--- config.mk ---
export PLATFORM = sky130hd
export DESIGN_NAME = pif_frame_ctrl
export DESIGN_NICKNAME = d
export VERILOG_FILES = /design/src/pif_pkg.sv /design/src/pif_stream_if.sv /design/src/pif_fifo.sv /design/src/pif_frame_ctrl.sv
export VERILOG_INCLUDE_DIRS = /design/src
export SDC_FILE = /design/constraint.sdc
export NUM_CORES = 1
export LEC_CHECK = 0
export ABC_AREA = 1
export BUFFER_PORTS_ARGS = -buffer_cell sky130_fd_sc_hd__buf_2
export CORE_MARGIN = 2
export CORE_UTILIZATION = 40
export CTS_CLUSTER_SIZE = 28
export DETAILED_ROUTE_END_ITERATION = 8
export HOLD_SLACK_MARGIN = 0.05
export MAX_ROUTING_LAYER = met4
export PLACE_DENSITY = 0.54
export SLEW_MARGIN = 20
export SYNTH_ARGS = -nofsm -noshare
export SYNTH_HDL_FRONTEND = slang
export SYNTH_SLANG_ARGS = --single-unit
--- constraint.sdc ---
create_clock -name core_clk_i -period 3.2 [get_ports core_clk_i]
set_input_delay 0.48 -clock core_clk_i [delete_from_list [all_inputs] [get_ports core_clk_i]]
set_output_delay 0.48 -clock core_clk_i [all_outputs]
set_load 0.01 [all_outputs]
--- src/pif_consts.svh ---
// constants for the pcm input frame control block
// assumes a 200 MHz core clock; included by its bare name
`ifndef PIF_CONSTS_SVH
`define PIF_CONSTS_SVH

`define PIF_CLK_PERIOD_NS     5
`define PIF_INIT_TIME_US      100
`define PIF_SAMPLE_BITS       8
`define PIF_LAST_BIT          3'h7
`define PIF_FIFO_DEPTH        8
`define PIF_LOAD_PULSE_CYCLES 4'h4
`define PIF_DAMP_DB           4'h6
`define PIF_PRESENCE_LEVEL    7'h10
`define PIF_SYNC_STAGES_IDX   2
`define PIF_PIN_BCLK          0
`define PIF_PIN_FSYNC         1
`define PIF_PIN_SEND          2
`define PIF_PIN_RECV          3
`define PIF_PIN_DAMP          4
`define PIF_PIN_START         5
`define PIF_PIN_ROLE          6
`define PIF_PIN_COUNT         7
`define PIF_PIN_IDLE          7'h3d

`endif

--- src/pif_pkg.sv ---
// types shared by the pcm input frame control block
// assumes nothing beyond a sv compiler
`default_nettype none
package pif_pkg;
  typedef enum logic {PIF_IDLE, PIF_CAPTURE} pif_cap_state_t;
endpackage : pif_pkg
`default_nettype wire

--- src/pif_stream_if.sv ---
// valid/ready stream between the capture logic and the sample fifo
// assumes both ends run on the same core clock
`default_nettype none
interface pif_stream_if #(parameter int WIDTH = 16);
  logic             in_valid;
  logic             in_ready;
  logic [WIDTH-1:0] in_data;
  logic             out_valid;
  logic             out_ready;
  logic [WIDTH-1:0] out_data;
  modport fifo (input in_valid, in_data, out_ready, output in_ready, out_valid, out_data);
  modport user (output in_valid, in_data, out_ready, input in_ready, out_valid, out_data);
endinterface : pif_stream_if
`default_nettype wire
--- src/pif_fifo.sv ---
// flip-flop fifo with valid/ready on both sides
// assumes a single clock and an active-low asynchronous reset
`default_nettype none
module pif_fifo #(
  parameter int WIDTH = 16,
  parameter int DEPTH = 8
) (
  // clock and reset
  input  wire logic core_clk_i,
  input  wire logic rst_n_i,
  // stream
  pif_stream_if.fifo st
);
  localparam int AW = $clog2(DEPTH);

  logic [WIDTH-1:0] mem [DEPTH];
  logic [AW:0]      wr_ptr;
  logic [AW:0]      rd_ptr;
  logic [AW:0]      fill;
  logic             push;
  logic             pop;

  assign fill         = wr_ptr - rd_ptr;
  assign st.in_ready  = (fill != DEPTH[AW:0]);
  assign st.out_valid = (fill != '0);
  assign st.out_data  = mem[rd_ptr[AW-1:0]];
  assign push         = st.in_valid && st.in_ready;
  assign pop          = st.out_valid && st.out_ready;

  always_ff @(posedge core_clk_i or negedge rst_n_i) begin
    if (!rst_n_i) begin
      wr_ptr <= '0;
    end else if (push) begin
      wr_ptr <= wr_ptr + 1'b1;
    end
  end

  always_ff @(posedge core_clk_i or negedge rst_n_i) begin
    if (!rst_n_i) begin
      rd_ptr <= '0;
    end else if (pop) begin
      rd_ptr <= rd_ptr + 1'b1;
    end
  end

  // storage has no reset: the pointers alone say what is valid
  always_ff @(posedge core_clk_i) begin
    if (push) begin
      mem[wr_ptr[AW-1:0]] <= st.in_data;
    end
  end
endmodule : pif_fifo
`default_nettype wire

--- src/pif_frame_ctrl.sv ---
// pcm input capture, processing start and echo damper selection
// assumes all pins are asynchronous to core_clk_i and bit clock well below core rate
`default_nettype none
`include "pif_consts.svh"
module pif_frame_ctrl
  import pif_pkg::*;
#(
  parameter int INIT_CYCLES = ((`PIF_INIT_TIME_US * 1000) + `PIF_CLK_PERIOD_NS - 1)
                              / `PIF_CLK_PERIOD_NS,
  parameter int FIFO_DEPTH  = `PIF_FIFO_DEPTH
) (
  // clock and reset
  input  wire logic       core_clk_i,
  input  wire logic       rst_n_i,
  // serial pcm side
  input  wire logic       bit_clk_i,
  input  wire logic       frame_sync_i,
  input  wire logic       send_serial_in_i,
  input  wire logic       receive_serial_in_i,
  // control pins
  input  wire logic       echo_damp_select_i,
  input  wire logic       chip_role_select_i,
  input  wire logic       proc_start_n_i,
  output logic            load_detect_n_o,
  // processor side
  input  wire logic       sample_ready_i,
  output logic [7:0]      send_sample_o,
  output logic [7:0]      recv_sample_o,
  output logic            proc_launch_o,
  output logic            sample_overrun_o,
  output logic            send_damp_o,
  output logic            recv_damp_o,
  output logic [3:0]      damp_db_o
);
  localparam int SW = 2 * `PIF_SAMPLE_BITS;
  // idle levels: bit clock and start rest high, so release shows no false edge
  localparam logic [`PIF_PIN_COUNT-1:0] PIN_IDLE = `PIF_PIN_IDLE;

  logic [`PIF_PIN_COUNT-1:0] pin_s1;
  logic [`PIF_PIN_COUNT-1:0] pin_s2;
  logic                      bclk_prev;
  logic                      fsync_prev;
  logic                      start_prev;
  logic                      bclk_fall;
  logic                      fsync_rise;
  logic                      start_fall;
  pif_cap_state_t            cap_state;
  logic [2:0]                bit_cnt;
  logic [7:0]                send_shift;
  logic [7:0]                recv_shift;
  logic [7:0]                next_send_shift;
  logic [7:0]                next_recv_shift;
  logic                      word_done;
  logic                      pend;
  logic [SW-1:0]             pend_word;
  logic [3:0]                ld_cnt;
  logic                      take;
  logic [$clog2(INIT_CYCLES+1)-1:0] init_cnt;
  logic                      init_done;
  logic [1:0]                boot_cnt;
  logic                      damp_sel;
  logic                      next_damp_sel;
  logic                      damp_en;
  logic                      send_present;
  logic                      recv_present;
  logic                      launch_ok;
  logic                      recv_only;
  logic                      next_send_damp;
  logic                      next_recv_damp;
  logic [3:0]                next_damp_db;

  pif_stream_if #(.WIDTH(SW)) st ();

  pif_fifo #(.WIDTH(SW), .DEPTH(FIFO_DEPTH)) u_fifo (
    .core_clk_i (core_clk_i),
    .rst_n_i    (rst_n_i),
    .st         (st.fifo)
  );

  // two-stage synchronisers; only stage two is read by logic
  always_ff @(posedge core_clk_i or negedge rst_n_i) begin
    if (!rst_n_i) begin
      pin_s1 <= PIN_IDLE;
      pin_s2 <= PIN_IDLE;
    end else begin
      pin_s1 <= {chip_role_select_i, proc_start_n_i, echo_damp_select_i,
                 receive_serial_in_i, send_serial_in_i, frame_sync_i, bit_clk_i};
      pin_s2 <= pin_s1;
    end
  end

  // previous values reset to the idle levels so release does not look like an edge
  always_ff @(posedge core_clk_i or negedge rst_n_i) begin
    if (!rst_n_i) begin
      bclk_prev  <= 1'b1;
      fsync_prev <= 1'b0;
      start_prev <= 1'b1;
    end else begin
      bclk_prev  <= pin_s2[`PIF_PIN_BCLK];
      fsync_prev <= pin_s2[`PIF_PIN_FSYNC];
      start_prev <= pin_s2[`PIF_PIN_START];
    end
  end

  assign bclk_fall  = bclk_prev && !pin_s2[`PIF_PIN_BCLK];
  assign fsync_rise = !fsync_prev && pin_s2[`PIF_PIN_FSYNC];
  assign start_fall = start_prev && !pin_s2[`PIF_PIN_START];

  assign next_send_shift = {send_shift[6:0], pin_s2[`PIF_PIN_SEND]};
  assign next_recv_shift = {recv_shift[6:0], pin_s2[`PIF_PIN_RECV]};
  assign word_done = (cap_state == PIF_CAPTURE) && bclk_fall && (bit_cnt == `PIF_LAST_BIT);

  // a sync rise restarts the frame, so a slipped frame recovers on the next sync
  always_ff @(posedge core_clk_i or negedge rst_n_i) begin
    if (!rst_n_i) begin
      cap_state <= PIF_IDLE;
      bit_cnt   <= 3'h0;
    end else if (fsync_rise) begin
      cap_state <= PIF_CAPTURE;
      bit_cnt   <= 3'h0;
    end else begin
      case (cap_state)
        PIF_IDLE: begin
          bit_cnt <= 3'h0;
        end
        PIF_CAPTURE: begin
          if (bclk_fall) begin
            bit_cnt <= bit_cnt + 3'h1;
            if (bit_cnt == `PIF_LAST_BIT) begin
              cap_state <= PIF_IDLE;
            end
          end
        end
        default: begin
          cap_state <= PIF_IDLE;
        end
      endcase
    end
  end

  // bits shift only inside a frame; a sync rise wins over a coincident clock fall,
  // as in the counter above, so shifter and count never drift apart
  always_ff @(posedge core_clk_i or negedge rst_n_i) begin
    if (!rst_n_i) begin
      send_shift <= 8'h00;
      recv_shift <= 8'h00;
    end else if ((cap_state == PIF_CAPTURE) && bclk_fall && !fsync_rise) begin
      send_shift <= next_send_shift;
      recv_shift <= next_recv_shift;
    end
  end

  // completed word waits here when the fifo is full; a newer word replaces it
  always_ff @(posedge core_clk_i or negedge rst_n_i) begin
    if (!rst_n_i) begin
      pend      <= 1'b0;
      pend_word <= '0;
    end else if (word_done) begin
      pend      <= 1'b1;
      pend_word <= {next_send_shift, next_recv_shift};
    end else if (st.in_ready) begin
      pend <= 1'b0;
    end
  end

  always_ff @(posedge core_clk_i or negedge rst_n_i) begin
    if (!rst_n_i) begin
      sample_overrun_o <= 1'b0;
    end else begin
      sample_overrun_o <= word_done && pend && !st.in_ready;
    end
  end

  assign st.in_valid  = pend;
  assign st.in_data   = pend_word;
  assign take         = st.out_valid && sample_ready_i && (ld_cnt == 4'h0);
  assign st.out_ready = sample_ready_i && (ld_cnt == 4'h0);

  always_ff @(posedge core_clk_i or negedge rst_n_i) begin
    if (!rst_n_i) begin
      send_sample_o <= 8'hff;
      recv_sample_o <= 8'hff;
    end else if (take) begin
      send_sample_o <= st.out_data[SW-1 -: 8];
      recv_sample_o <= st.out_data[7:0];
    end
  end

  // pulse length counter; no new load is taken while it runs
  always_ff @(posedge core_clk_i or negedge rst_n_i) begin
    if (!rst_n_i) begin
      ld_cnt <= 4'h0;
    end else if (take) begin
      ld_cnt <= `PIF_LOAD_PULSE_CYCLES;
    end else if (ld_cnt != 4'h0) begin
      ld_cnt <= ld_cnt - 4'h1;
    end
  end

  // load detect stays low a few cycles so a start input can see it; registered,
  // so the pin never glitches
  always_ff @(posedge core_clk_i or negedge rst_n_i) begin
    if (!rst_n_i) begin
      load_detect_n_o <= 1'b1;
    end else if (take) begin
      load_detect_n_o <= 1'b0;
    end else if (ld_cnt == 4'h1) begin
      load_detect_n_o <= 1'b1;
    end
  end

  always_ff @(posedge core_clk_i or negedge rst_n_i) begin
    if (!rst_n_i) begin
      init_cnt <= '0;
    end else if (!init_done) begin
      init_cnt <= init_cnt + 1'b1;
    end
  end

  assign init_done = (init_cnt == INIT_CYCLES[$bits(init_cnt)-1:0]);

  always_ff @(posedge core_clk_i or negedge rst_n_i) begin
    if (!rst_n_i) begin
      boot_cnt <= 2'h0;
    end else if (boot_cnt != 2'h3) begin
      boot_cnt <= boot_cnt + 2'h1;
    end
  end

  // a start fall inside the init window neither launches nor re-samples the select
  assign launch_ok = start_fall && init_done;

  // a slave has its select tied low, so it is treated as enabled regardless
  assign next_damp_sel = pin_s2[`PIF_PIN_DAMP] && !pin_s2[`PIF_PIN_ROLE];

  // caught once the synchroniser holds a post-reset value, then per start fall past the init window
  always_ff @(posedge core_clk_i or negedge rst_n_i) begin
    if (!rst_n_i) begin
      damp_sel <= 1'b1;
    end else if ((boot_cnt == `PIF_SYNC_STAGES_IDX) || launch_ok) begin
      damp_sel <= next_damp_sel;
    end
  end

  assign damp_en = !damp_sel;

  always_ff @(posedge core_clk_i or negedge rst_n_i) begin
    if (!rst_n_i) begin
      proc_launch_o <= 1'b0;
    end else begin
      proc_launch_o <= launch_ok;
    end
  end

  // silence in mu-law is all ones; magnitude is the inverted low seven bits
  assign send_present = (~send_sample_o[6:0]) >= `PIF_PRESENCE_LEVEL;
  assign recv_present = (~recv_sample_o[6:0]) >= `PIF_PRESENCE_LEVEL;

  // receive-only talk damps the send path and every other case the receive path,
  // so with the damper on exactly one path is always damped
  assign recv_only = recv_present && !send_present;

  always_comb begin
    if (damp_en) begin
      next_send_damp = recv_only;
      next_recv_damp = !recv_only;
      next_damp_db   = `PIF_DAMP_DB;
    end else begin
      // damper off: neither path is touched
      next_send_damp = 1'b0;
      next_recv_damp = 1'b0;
      next_damp_db   = 4'h0;
    end
  end

  // decision follows the latest loaded samples and the held select
  always_ff @(posedge core_clk_i or negedge rst_n_i) begin
    if (!rst_n_i) begin
      send_damp_o <= 1'b0;
      recv_damp_o <= 1'b0;
      damp_db_o   <= 4'h0;
    end else begin
      send_damp_o <= next_send_damp;
      recv_damp_o <= next_recv_damp;
      damp_db_o   <= next_damp_db;
    end
  end
endmodule : pif_frame_ctrl
`default_nettype wire

# --- Word level (Yosys, flattened, before mapping) ---
# Memories as Yosys holds them, arrays and structs flattened. A register that Yosys moved wholly into a read port is not among the register bits.
# Cells that the tools add are included.
word_totals:
  mem_bits_rw: 128
  word_cells: 93
  n_memories: 1
  input_bits: 10
  ff_bits: 91
op_classes:
  order_cmp: 2
  eq_ne: 7
  reduce_logical: 32
  mux: 18
  n_bitwise: 3
  add_sub_neg: 7
memory_table:
  columns: ["memory", "words", "word_bits", "read_ports", "rd_ports_with_merged_regs", "write_ports", "line", "rtl"]
  rows:
  - ["u_fifo.mem", 8, 16, 1, 1, 1, "pif_fifo.sv:16", "logic [WIDTH-1:0] mem [DEPTH];"]
ops:
  columns: ["cell", "count"]
  rows:
  - ["1-bit logical AND", 16]
  - ["15-bit by 1-bit adder with 15-bit output, second input constant", 1]
  - ["15-bit equality test, second input constant", 1]
  - ["7-bit by 5-bit >= comparator with 1-bit output, second input constant", 2]
  - ["7-bit NOT", 2]
  - ["1-bit two-way mux", 12]
  - ["1-bit logical NOT", 9]
  - ["3-bit two-way mux", 3]
  - ["4-bit by 1-bit adder with 4-bit output, second input constant", 2]
  - ["4-bit two-way mux", 2]
  - ["4-bit nonzero test", 2]
  - ["3-bit one-hot mux with 2 select lines", 1]
  - ["2-bit nonzero test", 3]
  - ["4-bit by 1-bit equality test with 1-bit output, second input constant", 1]
  - ["4-bit logical NOT", 1]
  - ["4-bit inequality test, second input constant", 1]
  - ["4-bit by 1-bit subtractor with 4-bit output, second input constant", 1]
  - ["4-bit subtractor", 1]
  - ["3-bit by 1-bit adder with 3-bit output, second input constant", 1]
  - ["3-bit equality test, second input constant", 1]
  - ["3-bit inequality test, second input constant", 1]
  - ["2-bit by 1-bit adder with 2-bit output, second input constant", 1]
  - ["2-bit equality test, second input constant", 1]
  - ["2-bit inequality test, second input constant", 1]
  - ["other kinds (2)", 2]

# --- Longest topological paths before layout ---
depth:
  depth_word: 6
  ltp_mapped: 14
  depth_no_buf: 12

# --- Cells and area by module ---
# From an unflattened synthesis, not the netlist that was laid out.
unflattened:
  hier_cells: 844
  area_unflattened_um2: 9606.7
modules_own_cells:
  columns: ["module", "area_per_inst_um2", "seq_area_each_um2", "cells_per_inst", "instances"]
  rows:
  - ["pif_fifo", 5641.7, 4043.9, 457, 1]
  - ["pif_frame_ctrl", 3965.1, 2439.8, 387, 1]

# --- Least setup slack after synthesis ---
# No wires, ideal clock.
synth_timing:
  path_kind: "reg2reg"
  from: "register u_fifo.rd_ptr[2]"
  to: "memory u_fifo.mem[2][0] (enable)"
  path_stages_with_launch: 10
  path_slack_ps: 374
  n_path_buf: 1
  synth_period_minus_slack_ps: 2826
  arrival_time_ps: 2438
  path_cell_list: "dfrtp_1 clkinv_1 clkbuf_1 ha_1 or2_1 nand2_1 nand2_1 nand3_1 nand3_1 nor2_1"
synth_via:
  elab_chain_cells: 5
synth_rtl:
  columns: ["item", "line", "rtl"]
  rows:
  - ["start, declared", "pif_fifo.sv:18", "logic [AW:0] rd_ptr;"]
  - ["start signal, assigned", "pif_fifo.sv:42", "rd_ptr <= rd_ptr + 1'b1;"]
  - ["4-bit subtractor", "pif_fifo.sv:23", "assign fill = wr_ptr - rd_ptr;"]
  - ["4-bit inequality test", "pif_fifo.sv:24", "assign st.in_ready = (fill != DEPTH[AW:0]);"]
  - ["1-bit logical AND", "pif_fifo.sv:27", "assign push = st.in_valid && st.in_ready;"]
  - ["1-bit two-way mux", "pif_fifo.sv:48", "if (push) begin"]
  - ["1-bit two-way mux (implied by the code)", "pif_fifo.sv:49", "mem[wr_ptr[AW-1:0]] <= st.in_data;"]
  - ["end, declared", "pif_fifo.sv:16", null]
# Every way passes these cells.

# --- Worst setup path after layout ---
layout_timing:
  from: "register u_fifo.wr_ptr[2]"
  to: "memory u_fifo.mem[4][3] (enable)"
layout_via:
  elab_chain_cells: 5
layout_rtl:
  columns: ["item", "line", "rtl"]
  rows:
  - ["start, declared", "pif_fifo.sv:17", "logic [AW:0] wr_ptr;"]
  - ["start signal, assigned", "pif_fifo.sv:34", "wr_ptr <= wr_ptr + 1'b1;"]
  - ["4-bit subtractor", "pif_fifo.sv:23", null]
  - ["4-bit inequality test", "pif_fifo.sv:24", null]
  - ["1-bit logical AND", "pif_fifo.sv:27", null]
  - ["1-bit two-way mux", "pif_fifo.sv:48", null]
  - ["1-bit two-way mux (implied by the code)", "pif_fifo.sv:49", null]
# Several ways; a longest one is shown, not always the timed one.

==> impl_metrics.env <==
export IMPL_cts_sinks=232
export IMPL_min_to="pin_s1[6]"
export IMPL_r2r_setup_slack_ps=790
export IMPL_min_from="chip_role_select_i"
export IMPL_gp_congestion=0.743
export IMPL_status="finished clean"
export IMPL_worstMarginPinSlew_ps=946
export IMPL_slew_headroom_pct=36.8
export IMPL_grt_antenna_before_repair=0
export IMPL_reg2reg_depth=8
export IMPL_totalWireLength_um=18500
export IMPL_clkLatencyLatePin_ps=520
export IMPL_first_pass_iters=4
export IMPL_grt_max_degree=59
export IMPL_ir_drop_mv=0.337
export IMPL_ys_async_sr_fraction_pct=44.8
export IMPL_grt_pass1_wl_um=30100
export IMPL_p_leak_nw=4.68
export IMPL_r2r_start="u_fifo.wr_ptr[2]"
export IMPL_hold_violations=0
export IMPL_portBuffers=32
export IMPL_viasPerCell=4.65
export IMPL_final_util_pct=46.1
export IMPL_syn_inst=882
export IMPL_synth_avg_cell_area_um2=10.7
export IMPL_drt_iter0_markers=462
export IMPL_yosysTopAreaCell="edfxtp_1"
export IMPL_period_needed_ps=2410
export IMPL_cts_tree="yes"
export IMPL_ys_seq_area_share_pct=68.7
export IMPL_die_width_um=158
export IMPL_via_count=5873
export IMPL_ys_seq_elements=232
export IMPL_p_clk_share_pct=33.8
export IMPL_syn_area_um2=9430
export IMPL_numCtsBuffers=25
export IMPL_timing_final_crit_share_pct=75.3
export IMPL_rows=56
export IMPL_syn_to_final_growth_pct=14.1
export IMPL_first_global_vias=5642
export IMPL_min_path_type="primary input to flip-flop"
export IMPL_cts_resized=0
export IMPL_cts_max_level=1
export IMPL_regToRegEndpoint="u_fifo.mem[4][3]"
export IMPL_yosysWarnings=0
export IMPL_synthTopCellsByCount="nand2_1, nor2_1, edfxtp_1"
export IMPL_clockRootBuffer="clkbuf_16"
export IMPL_drt_wirelength_per_cell_um=14.6
export IMPL_drive_gt1_share_pct=13.2
export IMPL_crit_slowest_cell="dfrtp_1"
export IMPL_end_kind="flip-flop"
export IMPL_synthTopCellsByArea="edfxtp_1, dfrtp_1, dfstp_2"
export IMPL_grt_ovfl_total=0
export IMPL_dpl_hpwl_um=11600
export IMPL_cts_max_path_buffers=3
export IMPL_p_switching_mw=2.42
export IMPL_crit_arrival_ps=2610
export IMPL_fmax_mhz=415
export IMPL_combPwrFrac_pct=22.2
export IMPL_start_util_pct=40.4
export IMPL_seqPwrFrac_pct=43.9
export IMPL_grt_total_usage_pct=16.1
export IMPL_cap_viol_max_count=0
export IMPL_rsz0062_at_grt="false"
export IMPL_worstSetupPathType="flip-flop to flip-flop"
export IMPL_postCtsSetupBuffers=0
export IMPL_final_cell_area_um2=10800
export IMPL_io_pins=35
export IMPL_diodes=0
export IMPL_path_cells="ha_1, or2_1, nand2_1, nand2_1, nand3_1, nand3_1, nor2_1, buf_4"
export IMPL_clkTransAtPathRegs_ps=60
export IMPL_path_max_fanout=16
export IMPL_synth_most_common_cell="nand2_1"
export IMPL_fin_skew_ps=12.4
export IMPL_nNetsFinal=949
export IMPL_die_area_um2=24800
export IMPL_slowest_delay_ps=480
export IMPL_p_int_mw=5.61
export IMPL_hold_depth=1
export IMPL_hold_buffers=5
export IMPL_post_dp_cell_area_um2=9930
export IMPL_power_density_nw_per_um2=746
export IMPL_synth_top_area_share_pct=40.7
export IMPL_setup_tns_ps=0
export IMPL_antenna_left=0
export IMPL_setup_violations_final=0
export IMPL_route_detailed_drc=0
export IMPL_die_h_um=158
export IMPL_worstPathRequired_ps=3400
export IMPL_startpoint_type="flip-flop"
export IMPL_sw_frac_of_total_pct=30.2
export IMPL_placeableCoreArea_um2=23300
export IMPL_synth_edff_count=128
export IMPL_slew_violations=0
export IMPL_synth_flop_cell="edfxtp_1"
export IMPL_synth_cell_types=28
[power by group through the flow]
stage          sequential [mW]  clock, mW  combinational (mW)
2_1_floorplan             3.60          0                1.34
3_3_place_gp              3.58          0                1.78
3_5_place_dp              3.59          0                1.81
4_1_cts                   3.53       2.79                1.82
5_1_grt                   3.55       2.92                2.09
6_report                  3.53       2.72                1.79
[placed cells by master, fill, tap and decap left out, drive strengths merged]
master       instances
or2                  3
mux2                 2
dfstp               30
buf                 51
bufinv               1
dfrtp               74
clkinv              10
a21oi                5
inv                 58
dlygate4sd3          5
nor3                 7
xnor2                5
o21ai              103
xor2                13
a31oi                2
nor2               152
ha                  13
edfxtp             128
conb                 2
nand4                3
nand3               43
clkbuf              35
nand2              199
[sequential cells by signal, summed over array words and instances (netlist names), 7 cells and up]
| register | flops |
|---|---|
| u_fifo.mem | 128 |
| pend_word | 16 |
| init_cnt | 15 |
| recv_sample_o | 8 |
| send_sample_o | 8 |
| pin_s1 | 7 |
| pin_s2 | 7 |
| recv_shift | 7 |
| send_shift | 7 |
[per-stage QoR]
step                setup WS, ps  power (mW)  hold WS (ps)  instances
floorplan                    374        4.94           184        883
global placement             857        5.37           334       1213
detailed placement           818        5.39           335       1213
CTS                          793        8.15          52.4       1263
global route                 559        8.57          55.8       1263
finish                       792        8.03          69.0       1263
[logic make-up (layout without fill, tap and decap cells)]
| logic type | Yosys count | in the layout | synth area share [%] |
|---|---|---|---|
| buffers and inverters | 99 | 160 | 4.68 |
| multiplexers | 2 | 2 | 0.239 |
| other | 1 | 2 | 0.0398 |
| adder cells (fa/ha/maj) | 13 | 13 | 1.72 |
| AO/OA/AOI/OAI | 110 | 110 | 5.86 |
| flip-flops | 232 | 232 | 68.7 |
| XOR/XNOR | 18 | 18 | 1.67 |
| AND/OR/NAND/NOR | 407 | 407 | 17.0 |
[worst max path at each step]
| stage | start | depth (start not counted) | to |
|---|---|---|---|
| after floorplan | u_fifo.rd_ptr[2] | 9 | u_fifo.mem[2][0] |
| final | u_fifo.wr_ptr[2] | 8 | u_fifo.mem[4][3] |
| after CTS | u_fifo.wr_ptr[2] | 8 | u_fifo.mem[4][3] |
| after global placement | u_fifo.wr_ptr[2] | 8 | u_fifo.mem[4][2] |
| after detailed placement | u_fifo.wr_ptr[2] | 8 | u_fifo.mem[4][2] |
| after global routing | u_fifo.wr_ptr[2] | 8 | u_fifo.mem[4][3] |
[layout make-up]
cell class,instances,area [um2]
clock buffer,35,703
clock inverter,10,72.6
fill,2215,12600
inverter,59,221
multi-input combinational,552,2510
sequential,232,6480
tap,319,399
timing repair buffer,56,368
[critical path, delay by kind of cell, from the launching register on]
| kind | cells | cell delay (ps) |
|---|---|---|
| buffers and inverters | 1 | 260 |
| flip-flops | 1 | 480 |
| adder cells (fa/ha/maj) | 1 | 340 |
| AND/OR/NAND/NOR | 6 | 1010 |
[per-layer routing]
layer / routed length [um] / vias to the layer above / track usage [%]
met5: 0 / - / -
met4: 389 / 0 / 4.20
met2: 8050 / 82 / 24.0
met3: 652 / 27 / 2.48
li1: - / 2983 / -
met1: 9360 / 2781 / 23.0
(Power assumes the default switching activity.)
